### config.mk
export PLATFORM = sky130hd
export DESIGN_NAME = adc_sequencer_control
export DESIGN_NICKNAME = d
export VERILOG_FILES = /design/src/adc_seq_pkg.sv /design/src/adc_sequencer_control.sv
export VERILOG_INCLUDE_DIRS = /design/src /design/src/src
export SDC_FILE = /design/constraint.sdc
export NUM_CORES = 1
export LEC_CHECK = 0
export BUFFER_PORTS_ARGS = -buffer_cell sky130_fd_sc_hd__buf_2
export CAP_MARGIN = 40
export CORE_MARGIN = 4
export CORE_UTILIZATION = 30
export DETAILED_ROUTE_END_ITERATION = 12
export HOLD_SLACK_MARGIN = 0.08
export PLACE_DENSITY = 0.43
export RECOVER_POWER = 100
export SYNTH_ARGS = -nofsm -noshare
export SYNTH_HDL_FRONTEND = slang
export SYNTH_SLANG_ARGS = --single-unit
### constraint.sdc
create_clock -name core_clk -period 6.6 [get_ports core_clk]
set_input_delay 0.33 -clock core_clk [delete_from_list [all_inputs] [get_ports core_clk]]
set_output_delay 0.33 -clock core_clk [all_outputs]
set_load 0.03 [all_outputs]
### src/adc_seq_params.svh
// Contract
// - writing one to start begins a sequence; zero does nothing
// - hardware trigger enable clear: only software start works
// - hardware trigger enable set: selected source may start sequences
// - select codes 0,1,2 pick timer outputs, 6 external, rest reserved
// - conversion clock is master clock over 2*(prescaler+1)
// - start-up wait is (field+1)*8 conversion clock periods
// - sample-hold lasts field+1 conversion clock periods
// - channel disable write of one disables, zero unchanged
// - channel state bit reads one when enabled
// - channel done reads one only if enabled and converted
// - channel overrun stays set until status register read
// - result ready set on new result, cleared by last-result read
// - general overrun stays set until status register read
// - rx buffer end set at count zero, cleared by counter write
// - rx buffers full reads one when both counts are zero
// - last result loaded at each conversion end and held
// - interrupt enable write of one enables, zero no effect
// - low resolution clear gives 10-bit, set gives 8-bit results
// - sleep: power up, wait start-up, convert, power down; triggers still start sequences
// - result reads clear channel done; last read clears ready too
// - a rising edge of selected trigger starts a sequence only when idle
`ifndef ADC_SEQ_PARAMS_SVH
`define ADC_SEQ_PARAMS_SVH
`define OFS_CONTROL      8'h00
`define OFS_MODE         8'h04
`define OFS_CH_ENABLE    8'h10
`define OFS_CH_DISABLE   8'h14
`define OFS_CH_STATE     8'h18
`define OFS_FLAGS        8'h1c
`define OFS_LAST_RESULT  8'h20
`define OFS_IRQ_ENABLE   8'h24
`define OFS_IRQ_MASK     8'h2c
`define OFS_RESULT_BASE  8'h30
`define OFS_RESULT_LAST  8'h4c
`define OFS_DMA_COUNT    8'h54
`define OFS_DMA_NEXT     8'h58
`define BIT_START        1
`define BIT_SWRST        0
`define MODE_WRITE_MASK  32'h0f1f3f3f
`define MODE_RESET       32'h00000000
`define SEL_TIMER0       3'h0
`define SEL_TIMER1       3'h1
`define SEL_TIMER2       3'h2
`define SEL_EXTERNAL     3'h6
`define STARTUP_UNIT     8
`define CONVERT_CLOCKS   10
`define FLAG_READY       16
`define FLAG_GOVR        17
`define FLAG_RXEND       18
`define FLAG_RXFULL      19
`endif

### src/adc_seq_pkg.sv
package adc_seq_pkg;
  typedef struct packed {
    logic [3:0] sampleHold;
    logic [2:0] resvA;
    logic [4:0] startup;
    logic [1:0] resvB;
    logic [5:0] prescaler;
    logic [1:0] resvC;
    logic       sleep;
    logic       lowResolution;
    logic [2:0] triggerSelect;
    logic       hwTriggerEnable;
  } mode_s;
  typedef struct packed {
    logic [7:0] addr;
    logic [31:0] wdata;
    logic       wr;
    logic       rd;
  } bus_req_s;
  typedef enum logic [4:0] {
    ST_IDLE   = 5'b00001,
    ST_START  = 5'b00010,
    ST_SAMPLE = 5'b00100,
    ST_CONV   = 5'b01000,
    ST_NEXT   = 5'b10000
  } seq_state_e;
endpackage : adc_seq_pkg

### src/adc_sequencer_control.sv
// The register addresses and the strobed register port were decided locally.
`timescale 1ns/100ps
`default_nettype none
`include "adc_seq_params.svh"
module adc_sequencer_control #(
  parameter int CHANNELS = 8,
  parameter int COUNT_W  = 16
) (
  input  wire logic                 core_clk,
  input  wire logic                 sys_rst,
  input  wire logic                 clkEn,
  input  wire adc_seq_pkg::bus_req_s busReq,
  output logic [31:0]               rdata,
  input  wire logic [2:0]           timerWaveOut,
  input  wire logic                 externalTriggerIn,
  output logic                      cellPowerOn,
  output logic                      cellSample,
  output logic                      cellConvert,
  output logic [2:0]                cellChannel,
  input  wire logic                 cellDone,
  input  wire logic [9:0]           cellResult,
  output logic                      dmaRequest,
  output logic                      dmaWide,
  input  wire logic                 dmaAck,
  output logic                      irq
);
  import adc_seq_pkg::*;

  // ---------------------------------------------------------------
  // bus decode
  // ---------------------------------------------------------------
  wire logic wrCtl   = busReq.wr && busReq.addr == `OFS_CONTROL;
  wire logic wrMode  = busReq.wr && busReq.addr == `OFS_MODE;
  wire logic wrChEn  = busReq.wr && busReq.addr == `OFS_CH_ENABLE;
  wire logic wrChDis = busReq.wr && busReq.addr == `OFS_CH_DISABLE;
  wire logic wrIrqEn = busReq.wr && busReq.addr == `OFS_IRQ_ENABLE;
  wire logic wrCnt   = busReq.wr && busReq.addr == `OFS_DMA_COUNT;
  wire logic wrNext  = busReq.wr && busReq.addr == `OFS_DMA_NEXT;
  wire logic rdFlags = busReq.rd && busReq.addr == `OFS_FLAGS;
  wire logic rdLast  = busReq.rd && busReq.addr == `OFS_LAST_RESULT;
  wire logic rdChRes = busReq.rd && busReq.addr >= `OFS_RESULT_BASE
                       && busReq.addr <= `OFS_RESULT_LAST
                       && busReq.addr[1:0] == 2'b00;
  wire logic [2:0] rdChIdx = 3'((busReq.addr - `OFS_RESULT_BASE) >> 2);
  wire logic swReset = wrCtl && busReq.wdata[`BIT_SWRST];
  wire logic swStart = wrCtl && busReq.wdata[`BIT_START];

  // ---------------------------------------------------------------
  // registers
  // ---------------------------------------------------------------
  mode_s                 mode_q;
  logic [CHANNELS-1:0]   chOn_q;
  logic [CHANNELS-1:0]   done_q;
  logic [CHANNELS-1:0]   ovr_q;
  logic                  ready_q;
  logic                  govr_q;
  logic                  rxEnd_q;
  logic [19:0]           irqEn_q;
  logic [9:0]            last_q;
  logic [2:0]            lastCh_q;
  logic [9:0]            chRes_q [CHANNELS];
  logic [COUNT_W-1:0]    rxCnt_q;
  logic [COUNT_W-1:0]    rxNext_q;
  logic [2:0]            trigSync1_q;
  logic [2:0]            trigSync2_q;
  logic                  extSync1_q;
  logic                  extSync2_q;
  logic                  trigPrev_q;
  seq_state_e            state_q;
  logic [6:0]            preCnt_q;
  logic [8:0]            tickCnt_q;
  logic [2:0]            ch_q;
  logic [CHANNELS-1:0]   pend_q;

  // ---------------------------------------------------------------
  // trigger select and edge detect
  // ---------------------------------------------------------------
  logic trigSel;
  always_comb begin
    case (mode_q.triggerSelect)
      `SEL_TIMER0:   trigSel = trigSync2_q[0];
      `SEL_TIMER1:   trigSel = trigSync2_q[1];
      `SEL_TIMER2:   trigSel = trigSync2_q[2];
      `SEL_EXTERNAL: trigSel = extSync2_q;
      default:       trigSel = 1'b0;
    endcase
  end
  wire logic hwStart = mode_q.hwTriggerEnable && trigSel
                       && !trigPrev_q;
  // triggers during a running sequence are dropped, not queued
  wire logic startReq = (swStart || hwStart) && state_q == ST_IDLE;

  // ---------------------------------------------------------------
  // conversion clock tick and timing
  // ---------------------------------------------------------------
  wire logic [6:0] preLimit = {mode_q.prescaler, 1'b1};
  wire logic tick = preCnt_q == preLimit;
  wire logic [8:0] startTicks =
    9'((mode_q.startup + 9'd1) * `STARTUP_UNIT);
  wire logic [8:0] shTicks = 9'(mode_q.sampleHold) + 9'd1;
  wire logic [CHANNELS-1:0] remaining = pend_q & chOn_q;

  function automatic logic [2:0] firstSet(input logic [7:0] v);
    firstSet = 3'h0;
    for (int i = 7; i >= 0; i--) begin
      if (v[i]) begin
        firstSet = 3'(i);
      end
    end
  endfunction : firstSet

  // results are stored only when the cell reports done in convert
  wire logic convEnd = state_q == ST_CONV && cellDone;
  wire logic [9:0] resVal = mode_q.lowResolution ?
    {2'b00, cellResult[9:2]} : cellResult;
  wire logic [7:0] doneClr =
    (rdChRes ? 8'(1 << rdChIdx) : 8'h00) |
    (rdLast  ? 8'(1 << lastCh_q) : 8'h00);
  wire logic [7:0] convBit = convEnd ? 8'(1 << ch_q) : 8'h00;
  wire logic rxFull = rxCnt_q == '0 && rxNext_q == '0;
  wire logic dmaTake = dmaAck && rxCnt_q != '0;

  wire logic [31:0] flagWord = {12'h000, rxFull, rxEnd_q, govr_q,
    ready_q, ovr_q, done_q & chOn_q};
  logic [31:0] rdMux;
  always_comb begin
    case (busReq.addr)
      `OFS_MODE:        rdMux = 32'(mode_q) & `MODE_WRITE_MASK;
      `OFS_CH_STATE:    rdMux = {24'h0, chOn_q};
      `OFS_FLAGS:       rdMux = flagWord;
      `OFS_LAST_RESULT: rdMux = {22'h0, last_q};
      `OFS_IRQ_MASK:    rdMux = {12'h0, irqEn_q};
      `OFS_DMA_COUNT:   rdMux = 32'(rxCnt_q);
      `OFS_DMA_NEXT:    rdMux = 32'(rxNext_q);
      default:          rdMux = rdChRes ? {22'h0, chRes_q[rdChIdx]} : 32'h0;
    endcase
  end

  // ---------------------------------------------------------------
  // clocked state
  // ---------------------------------------------------------------
  always_ff @(posedge core_clk) begin
    if (sys_rst) begin
      trigSync1_q <= 3'h0;
      trigSync2_q <= 3'h0;
      extSync1_q  <= 1'b0;
      extSync2_q  <= 1'b0;
    end else if (clkEn) begin
      trigSync1_q <= timerWaveOut;
      trigSync2_q <= trigSync1_q;
      extSync1_q  <= externalTriggerIn;
      extSync2_q  <= extSync1_q;
    end
  end

  always_ff @(posedge core_clk) begin
    if (sys_rst || (clkEn && swReset)) begin
      mode_q  <= mode_s'(28'(`MODE_RESET));
      chOn_q  <= '0;
      irqEn_q <= 20'h0;
      rxCnt_q <= '0;
      rxNext_q <= '0;
      trigPrev_q <= 1'b0;
      rdata   <= 32'h0;
    end else if (clkEn) begin
      trigPrev_q <= trigSel;
      rdata <= busReq.rd ? rdMux : 32'h0;
      if (wrMode) mode_q <= mode_s'(28'(busReq.wdata & `MODE_WRITE_MASK));
      // disable wins when both touch a bit in one write, never both
      chOn_q <= (chOn_q | (wrChEn ? busReq.wdata[7:0] : 8'h0))
                & ~(wrChDis ? busReq.wdata[7:0] : 8'h0);
      if (wrIrqEn) irqEn_q <= irqEn_q | busReq.wdata[19:0];
      if (wrCnt) rxCnt_q <= busReq.wdata[COUNT_W-1:0];
      else if (dmaTake && rxCnt_q == 1 && rxNext_q != '0) begin
        rxCnt_q  <= rxNext_q;
        rxNext_q <= '0;
      end else if (dmaTake) rxCnt_q <= rxCnt_q - 1'b1;
      if (wrNext) rxNext_q <= busReq.wdata[COUNT_W-1:0];
    end
  end

  always_ff @(posedge core_clk) begin
    if (sys_rst || (clkEn && swReset)) begin
      done_q   <= '0;
      ovr_q    <= '0;
      ready_q  <= 1'b0;
      govr_q   <= 1'b0;
      rxEnd_q  <= 1'b0;
      last_q   <= 10'h0;
      lastCh_q <= 3'h0;
      dmaRequest <= 1'b0;
      irq      <= 1'b0;
      for (int i = 0; i < CHANNELS; i++) chRes_q[i] <= 10'h0;
    end else if (clkEn) begin
      // set wins over a clearing read in the same cycle
      done_q  <= (done_q & ~doneClr) | convBit;
      ovr_q   <= (rdFlags ? '0 : ovr_q)
                 | (convBit & done_q);
      govr_q  <= (rdFlags ? 1'b0 : govr_q)
                 | (convEnd && ready_q);
      ready_q <= (ready_q && !rdLast) || convEnd;
      if (wrCnt || wrNext) rxEnd_q <= 1'b0;
      else if (dmaTake && rxCnt_q == 1) rxEnd_q <= 1'b1;
      dmaRequest <= (dmaRequest && !dmaAck) || (convEnd && !rxFull);
      if (convEnd) begin
        last_q   <= resVal;
        lastCh_q <= ch_q;
        chRes_q[ch_q] <= resVal;
      end
      irq <= |(flagWord[19:0] & irqEn_q);
    end
  end

  // ---------------------------------------------------------------
  // sequencer
  // ---------------------------------------------------------------
  always_ff @(posedge core_clk) begin
    if (sys_rst || (clkEn && swReset)) begin
      state_q     <= ST_IDLE;
      preCnt_q    <= 7'h0;
      tickCnt_q   <= 9'h0;
      ch_q        <= 3'h0;
      pend_q      <= '0;
      cellPowerOn <= 1'b0;
      cellSample  <= 1'b0;
      cellConvert <= 1'b0;
      cellChannel <= 3'h0;
    end else if (clkEn) begin
      preCnt_q <= tick ? 7'h0 : preCnt_q + 7'h1;
      case (state_q)
        ST_IDLE: begin
          cellPowerOn <= !mode_q.sleep;
          if (startReq && chOn_q != '0) begin
            pend_q      <= chOn_q;
            tickCnt_q   <= 9'h0;
            // divider restarts so the start-up wait is whole ticks
            preCnt_q    <= 7'h0;
            cellPowerOn <= 1'b1;
            // a powered cell needs no start-up wait
            state_q     <= mode_q.sleep ? ST_START : ST_NEXT;
          end
        end
        ST_START: if (tick) begin
          tickCnt_q <= tickCnt_q + 9'h1;
          if (tickCnt_q + 9'h1 >= startTicks) state_q <= ST_NEXT;
        end
        ST_NEXT: begin
          if (remaining == '0) begin
            state_q     <= ST_IDLE;
            cellPowerOn <= !mode_q.sleep;
          end else begin
            ch_q        <= firstSet(remaining);
            cellChannel <= firstSet(remaining);
            tickCnt_q   <= 9'h0;
            // aligned divider keeps sample-hold an exact tick count
            preCnt_q    <= 7'h0;
            cellSample  <= 1'b1;
            state_q     <= ST_SAMPLE;
          end
        end
        ST_SAMPLE: if (tick) begin
          tickCnt_q <= tickCnt_q + 9'h1;
          if (tickCnt_q + 9'h1 >= shTicks) begin
            cellSample  <= 1'b0;
            cellConvert <= 1'b1;
            state_q     <= ST_CONV;
          end
        end
        ST_CONV: if (cellDone) begin
          cellConvert <= 1'b0;
          pend_q[ch_q] <= 1'b0;
          state_q     <= ST_NEXT;
        end
        default: state_q <= ST_IDLE;
      endcase
    end
  end

  always_ff @(posedge core_clk) begin
    if (sys_rst) dmaWide <= 1'b1;
    else if (clkEn) dmaWide <= !mode_q.lowResolution;
  end
endmodule : adc_sequencer_control
`default_nettype wire

# Yosys cells after proc, flatten, opt, wreduce, memory -nomap -nowiden
# Memories as Yosys holds them, arrays and structs flattened.
# Index checks and enable logic that the tools add are counted.
# W data, S select, Z words.
dict set report totals {
  regBits 192
  ramBits 80
  in_bits 61
  output_inout_bits 41
  wordCells 241
  memories 1
}
# memory words width rd rd_clocked_by_memory_dff wr line
set memory_table {}
lappend memory_table {chRes_q 8 10 1 0 8 adc_sequencer_control.sv:61} ;# logic [9:0] chRes_q [CHANNELS];
dict set report classes {
  n_addsub 6
  n_lt_le_gt_ge 6
  eq_ne 30
  n_shift 3
  muxes 70
  bitwise 17
  reduce_logical 73
}
# operator n
set op_table {}
lappend op_table {{$pmux W28 S7} 1}
lappend op_table {{$mux W16} 6}
lappend op_table {{$mux W8} 8}
lappend op_table {{$and A8 B8 Y8} 6}
lappend op_table {{$mux W5} 7}
lappend op_table {{$eq A8 B5 Y1 const B} 4}
lappend op_table {{$logic_not A16 Y1} 2}
lappend op_table {{$mux W32} 1}
lappend op_table {{$or A8 B8 Y8} 4}
lappend op_table {{$reduce_bool A16 Y1} 2}
lappend op_table {{$mux W10} 3}
lappend op_table {{$mux W3} 10}
lappend op_table {{$logic_and A1 B1 Y1} 29}
lappend op_table {{$mux W9} 3}
lappend op_table {{$pmux W9 S3} 1}
lappend op_table {{$pmux W5 S5} 1}
lappend op_table {{$eq A8 B6 Y1 const B} 3}
lappend op_table {{$not A8 Y8} 3}
lappend op_table {{$shl A1 B3 Y8 const A} 3}
lappend op_table {{$mux W7} 3}
lappend op_table {{$and A20 B20 Y20} 1}
lappend op_table {{$or A20 B20 Y20} 1}
lappend op_table {{$reduce_or A20 Y1} 1}
lappend op_table {{$mux W1} 19}
lappend op_table {{other kinds (48)} 83}

# Logic depth before layout (Yosys ltp)
dict set report logic_depth {
  ltp_word 9
  ltp_mapped 12
}

# Worst setup path after synthesis
# Ideal clock, no wire load.
dict set report synth_path {
  kind {flip-flop to flip-flop}
  startpoint {register tickCnt_q[0]}
  endpoint {register state_q[0]}
  setup_time_ns 0.128
  arrival_time_ns 2.690
  required_time_ns 6.472
  setup_slack_ns 3.782
  path_stages_with_launch 13
  path_buffers 0
  synth_period_minus_slack_ns 2.818
  cell_sequence {dfxtp_1 -> ha_1 -> nand4_1 -> nor2_1 -> xnor2_1 -> inv_1 -> ha_1 -> nor4b_2 -> or4b_1 -> o2111a_1 -> nand4_4 -> mux2i_1 -> nand2_1}
}
dict set report synth_between {
  elab_chain_len 4
  word_cells_on_any_way 6
}
# item line
set synth_lines {}
lappend synth_lines {{start, declared} adc_sequencer_control.sv:71} ;# logic [8:0] tickCnt_q;
lappend synth_lines {{start signal, assigned} adc_sequencer_control.sv:244} ;# tickCnt_q <= tickCnt_q + 9'h1;
lappend synth_lines {{start signal, assigned} adc_sequencer_control.sv:262} ;# tickCnt_q <= tickCnt_q + 9'h1;
lappend synth_lines {{$add A9 B1 Y9 *} {adc_sequencer_control.sv:245, adc_sequencer_control.sv:263}}
lappend synth_lines {{$ge A9 B9 Y1 or $ge A9 B5 Y1 (tied branches)} {adc_sequencer_control.sv:245, adc_sequencer_control.sv:263}}
lappend synth_lines {{$ne A2 B2 Y1 (no source line)} -}
lappend synth_lines {{$reduce_and A7 Y1 (no source line) *} -}
lappend synth_lines {{end signal, assigned} adc_sequencer_control.sv:240} ;# state_q <= mode_q.sleep ? ST_START : ST_NEXT;
lappend synth_lines {{end, declared} adc_sequencer_control.sv:69} ;# seq_state_e state_q;
# Mark *: on every way between the ends. The rest lies on a longest branch, timed or not.
# A chain may end at the register's enable or synchronous reset.

# Worst setup path in the final report
dict set report layout_path {
  startpoint {input busReq[37] (netlist name)}
  endpoint {register ovr_q[2]}
}
dict set report layout_between {
  elab_chain_len 5
  word_cells_on_any_way 9
}
# item line
set layout_lines {}
lappend layout_lines {{start, declared} adc_sequencer_control.sv:12} ;# input wire adc_seq_pkg::bus_req_s busReq,
lappend layout_lines {{parallel branches: the longest is 5 deep, another holds $eq A8 B5 Y1} -}
lappend layout_lines {{end signal, assigned} adc_sequencer_control.sv:197} ;# ovr_q <= (rdFlags ? '0 : ovr_q)
lappend layout_lines {{end, declared} adc_sequencer_control.sv:54} ;# logic [CHANNELS-1:0] ovr_q;
# Parallel ways; which one is timed is not known.

==> run_results.csv <==
group,metric,value,unit
drt,avgRoutedWirePerCell,22.0,µm
setup_path,crit_family,"compound AO/OA/AOI/OAI gates",
sta,slew_headroom,-0.991,
logic_synthesis,synthFlopType,"dfxtp_1",
layout,final_cells,2122,
setup_path,endpoint_kind,"flop",
logic_synthesis,synth_top_family_by_area,"simple AND/OR/NAND/NOR gates",
logic_synthesis,syn_inst,1428,
global_routing,overflow,0,
clocking,cts_root_buf,"clkbuf_16",
floorplan,die_y,217,µm
clocking,clock_sink_count,265,
global_routing,grt_start_max_net_pins,64,
setup_path,max_stage_delay,1.67,ns
sta,post-route-min-period,4.87,ns
status,status,"complete, but fails checks",
clocking,cts_max_level,1,
min_path,holdPathStages,3,
setup_path,cp_slowest_cell,"a31o_1",
sta,timing.final.crit_share,0.738,
sta,hold_ws,0.124,ns
logic_synthesis,yosysSeqAreaShare,0.465,
setup_path,reg2reg_slack,2.34,ns
drt,drc,0,
sta,max_freq,0.205,GHz
global_routing,antenna_found_initial,1,
setup_path,rr_endpoint,"ovr_q[3]",
global_routing,first_global_vias,11000,
setup_path,worstPathMaxFanout,63,
sta,setup_viol,0,
min_path,min_from,"busReq[6]",
sta,setup_slack,1.73,ns
min_path,min_delay_worst_endpoint,"mode_q[4]",
sta,finClkSkew,0.0191,ns
logic_synthesis,syn_area_per_cell,9.20,µm²
drt,dr.pass1.iters,5,
sta,hold_viol,0,
layout,drive_above_1_share,0.109,
setup_path,cp_cell_sequence,"buf_2, nor2_1, and4_1, a31o_1, buf_4, a31oi_1, clkbuf_1, a32o_1",
power_and_ir_drop,powerDensity,260,nW/µm²
placed_design,routabilityCongestion,0.867,
placed_design,dpl_cell_area,14100,µm²
sta,maxSlewViolCount,118,
logic_synthesis,synth_fa_ha_area_frac,0.0152,
floorplan,io_pins,102,
setup_path,path_buf_inv,3,
sta,setup_tns,0,ns
power_and_ir_drop,peakVddDrop,0.000204,V
setup_path,path_class,"primary input to flop",
status,violations,"max-capacitance violations, max-slew violations",
layout,nets,1587,
clocking,cts_tree,"yes",
logic_synthesis,synthesis.area,13100,µm²
logic_synthesis,synth_edf_count,80,
clocking,cts_buffer_depth,3,
logic_synthesis,yosys_register_bits,265,
drt,drt_iter0_drc,859,
placed_design,port-buffer-count,87,
placed_design,hpwlAfterDp,32600,µm
power_and_ir_drop,finalPower,3.98,mW
drt,vias,11300,
logic_synthesis,ys_types,94,
drt,avgViaCountPerCell,5.33,
setup_path,crit_required,7.07,ns
clocking,postCtsSetupBuffers,0,
clocking,numCtsBuffers,31,
drt,detail-route-antenna-nets,0,
floorplan,core_area,43200,µm²
setup_path,reg2reg_depth,9,
logic_synthesis,synth-xor-area-share,0.0200,
floorplan,dieArea,47200,µm²
layout,syn_to_final_growth,16.8,%
drt,wl,46600,µm
global_routing,grt_pass1_wl,70400,µm
logic_synthesis,async_reset_ff_frac,0,
placed_design,dp_cells,2037,
logic_synthesis,synth.area.mux_share,0.0587,
global_routing,grtUsageTotal,0.192,
clocking,path_clk_slew,0.06,ns
min_path,hp-class,"primary input to flop",
layout,final_util,0.355,
floorplan,die_x,217,µm
sta,rsz0062_at_grt,"false",
sta,worst_slew_pin_slew,2.99,ns
setup_path,r2r-start,"state_q[3]",
floorplan,initial_core_util,0.304,
clocking,clk-insertion-delay-late,0.58,ns
placed_design,pre_cts_ws,2.63,ns
run,maxCapViolations,3,
setup_path,worstPathArrival,5.34,ns
logic_synthesis,ys_warn_count,0,
logic_synthesis,synth-simple-area-share,0.206,
logic_synthesis,synth_compound_area_frac,0.191,
floorplan,rows,76,
layout,fin_area,15300,µm²
setup_path,critPathLaunchType,"primary input",
power_and_ir_drop,p_leak,5.23,nW
## logic make-up (layout without fill, tap and decap cells)
logic type	after synthesis	count (layout)
AOI/OAI and AO/OA	368	368
xor gates and xnor gates	30	30
adders and majority gates	16	16
buffers and inverters	127	228
DFF	265	265
muxes	52	52
other	1	9
and+or+nand+nor	569	569
## cell type report
cell class,instances,area (µm²)
Multi-Input combinational cell,1042,6450
Inverter,26,97.6
Timing Repair Buffer,144,860
Clock buffer,48,961
Tap cell,585,732
Fill cell,4555,27800
Antenna cell,2,5.00
Sequential cell,265,6110
Clock inverter,10,126
## synth_stat cells, types with 14 or more instances
master    instances  area, µm²
buf_2            28        140
clkbuf_1         46        173
xnor2_1          19        166
o21ai_0          50        250
dfxtp_1         185       3700
a22oi_1          33        248
a211oi_1         20        150
nor2_1          197        739
buf_1            15       56.3
edfxtp_1         80       2400
a31oi_1          16        100
ha_1             16        200
nand2b_1         19        119
mux4_2           20        450
nand3_1          57        285
nand2_1         172        646
inv_1            25       93.8
a21oi_1         113        566
nor3_1           14       70.1
mux2i_1          32        320
## cells in the final DEF (no fill, tap or decap), types with 16 or more instances in the layout
cell and instances:
a211oi_1 20, a21oi_1 114, a22oi_1 33, buf_2 52, buf_4 20, clkbuf_1 51, clkbuf_16 32, dfxtp_1 185
dlygate4sd3_1 25, edfxtp_1 80, ha_1 16, inv_1 25, mux2i_1 32, mux4_2 20, nand2_1 172, nand2b_1 19
nand3_1 57, nor2_1 198, o21ai_0 55, xnor2_1 19
## state kept, by name, indices dropped and copies added (netlist names), 3 cells and up
name and count:
done_q 8, state_q 5, lastCh_q 3, mode_q 21, rdata 25, ch_q 3, chRes_q 80, chOn_q 8
trigSync1_q 3, ovr_q 8, preCnt_q 7, pend_q 8, irqEn_q 20, rxNext_q 16, last_q 10, trigSync2_q 3
tickCnt_q 9, rxCnt_q 16
## how the worst max path moves through the flow
stage                       startpoint           end  slack, ns  depth (start not counted)
final                       busReq[37]      ovr_q[2]       1.73                          8
after CTS                 tickCnt_q[0]    state_q[0]       3.23                         12
after floorplan           tickCnt_q[0]    state_q[0]       3.78                         12
after global routing             clkEn  tickCnt_q[8]       1.47                          5
after global placement      busReq[36]    rxCnt_q[4]       2.23                          9
after detailed placement    busReq[37]      ovr_q[2]       2.63                          8
## worst register-to-register path, stage by stage (launching register included)
cell	delay, ns
dfxtp_1	0.51
nand2b_1	0.09
nor4_1	0.17
clkbuf_1	0.51
and3_1	0.24
clkbuf_1	0.91
nand2b_1	0.29
nor2_1	0.46
nand3_1	0.65
o21ai_0	0.34
## timing repair
action | in CTS | in global routing
endpoints found under the hold margin | 41 | 0
gates resized for setup | 0 | 0
hold buffers | 25 | 0
## where the power goes
group / switching, mW / total, mW / internal, mW / leakage [nW]
Clock: 0.710 / 1.82 / 1.11 / 0.539
Sequential: 0.0398 / 1.76 / 1.72 / 2.25
Combinational: 0.243 / 0.400 / 0.158 / 2.44
Total: 0.992 / 3.98 / 2.99 / 5.23
## routing by layer
layer | global-route usage | part of all wire | vias to the layer above
met3 | 0.0256 | 0.049 | 80
met4 | 0.0579 | 0.031 | 0
met5 | 0 | 0 | -
li1 | - | - | 5394
met2 | 0.303 | 0.45 | 328
met1 | 0.275 | 0.47 | 5504
No activity file was read; power rests on OpenSTA's default activity.
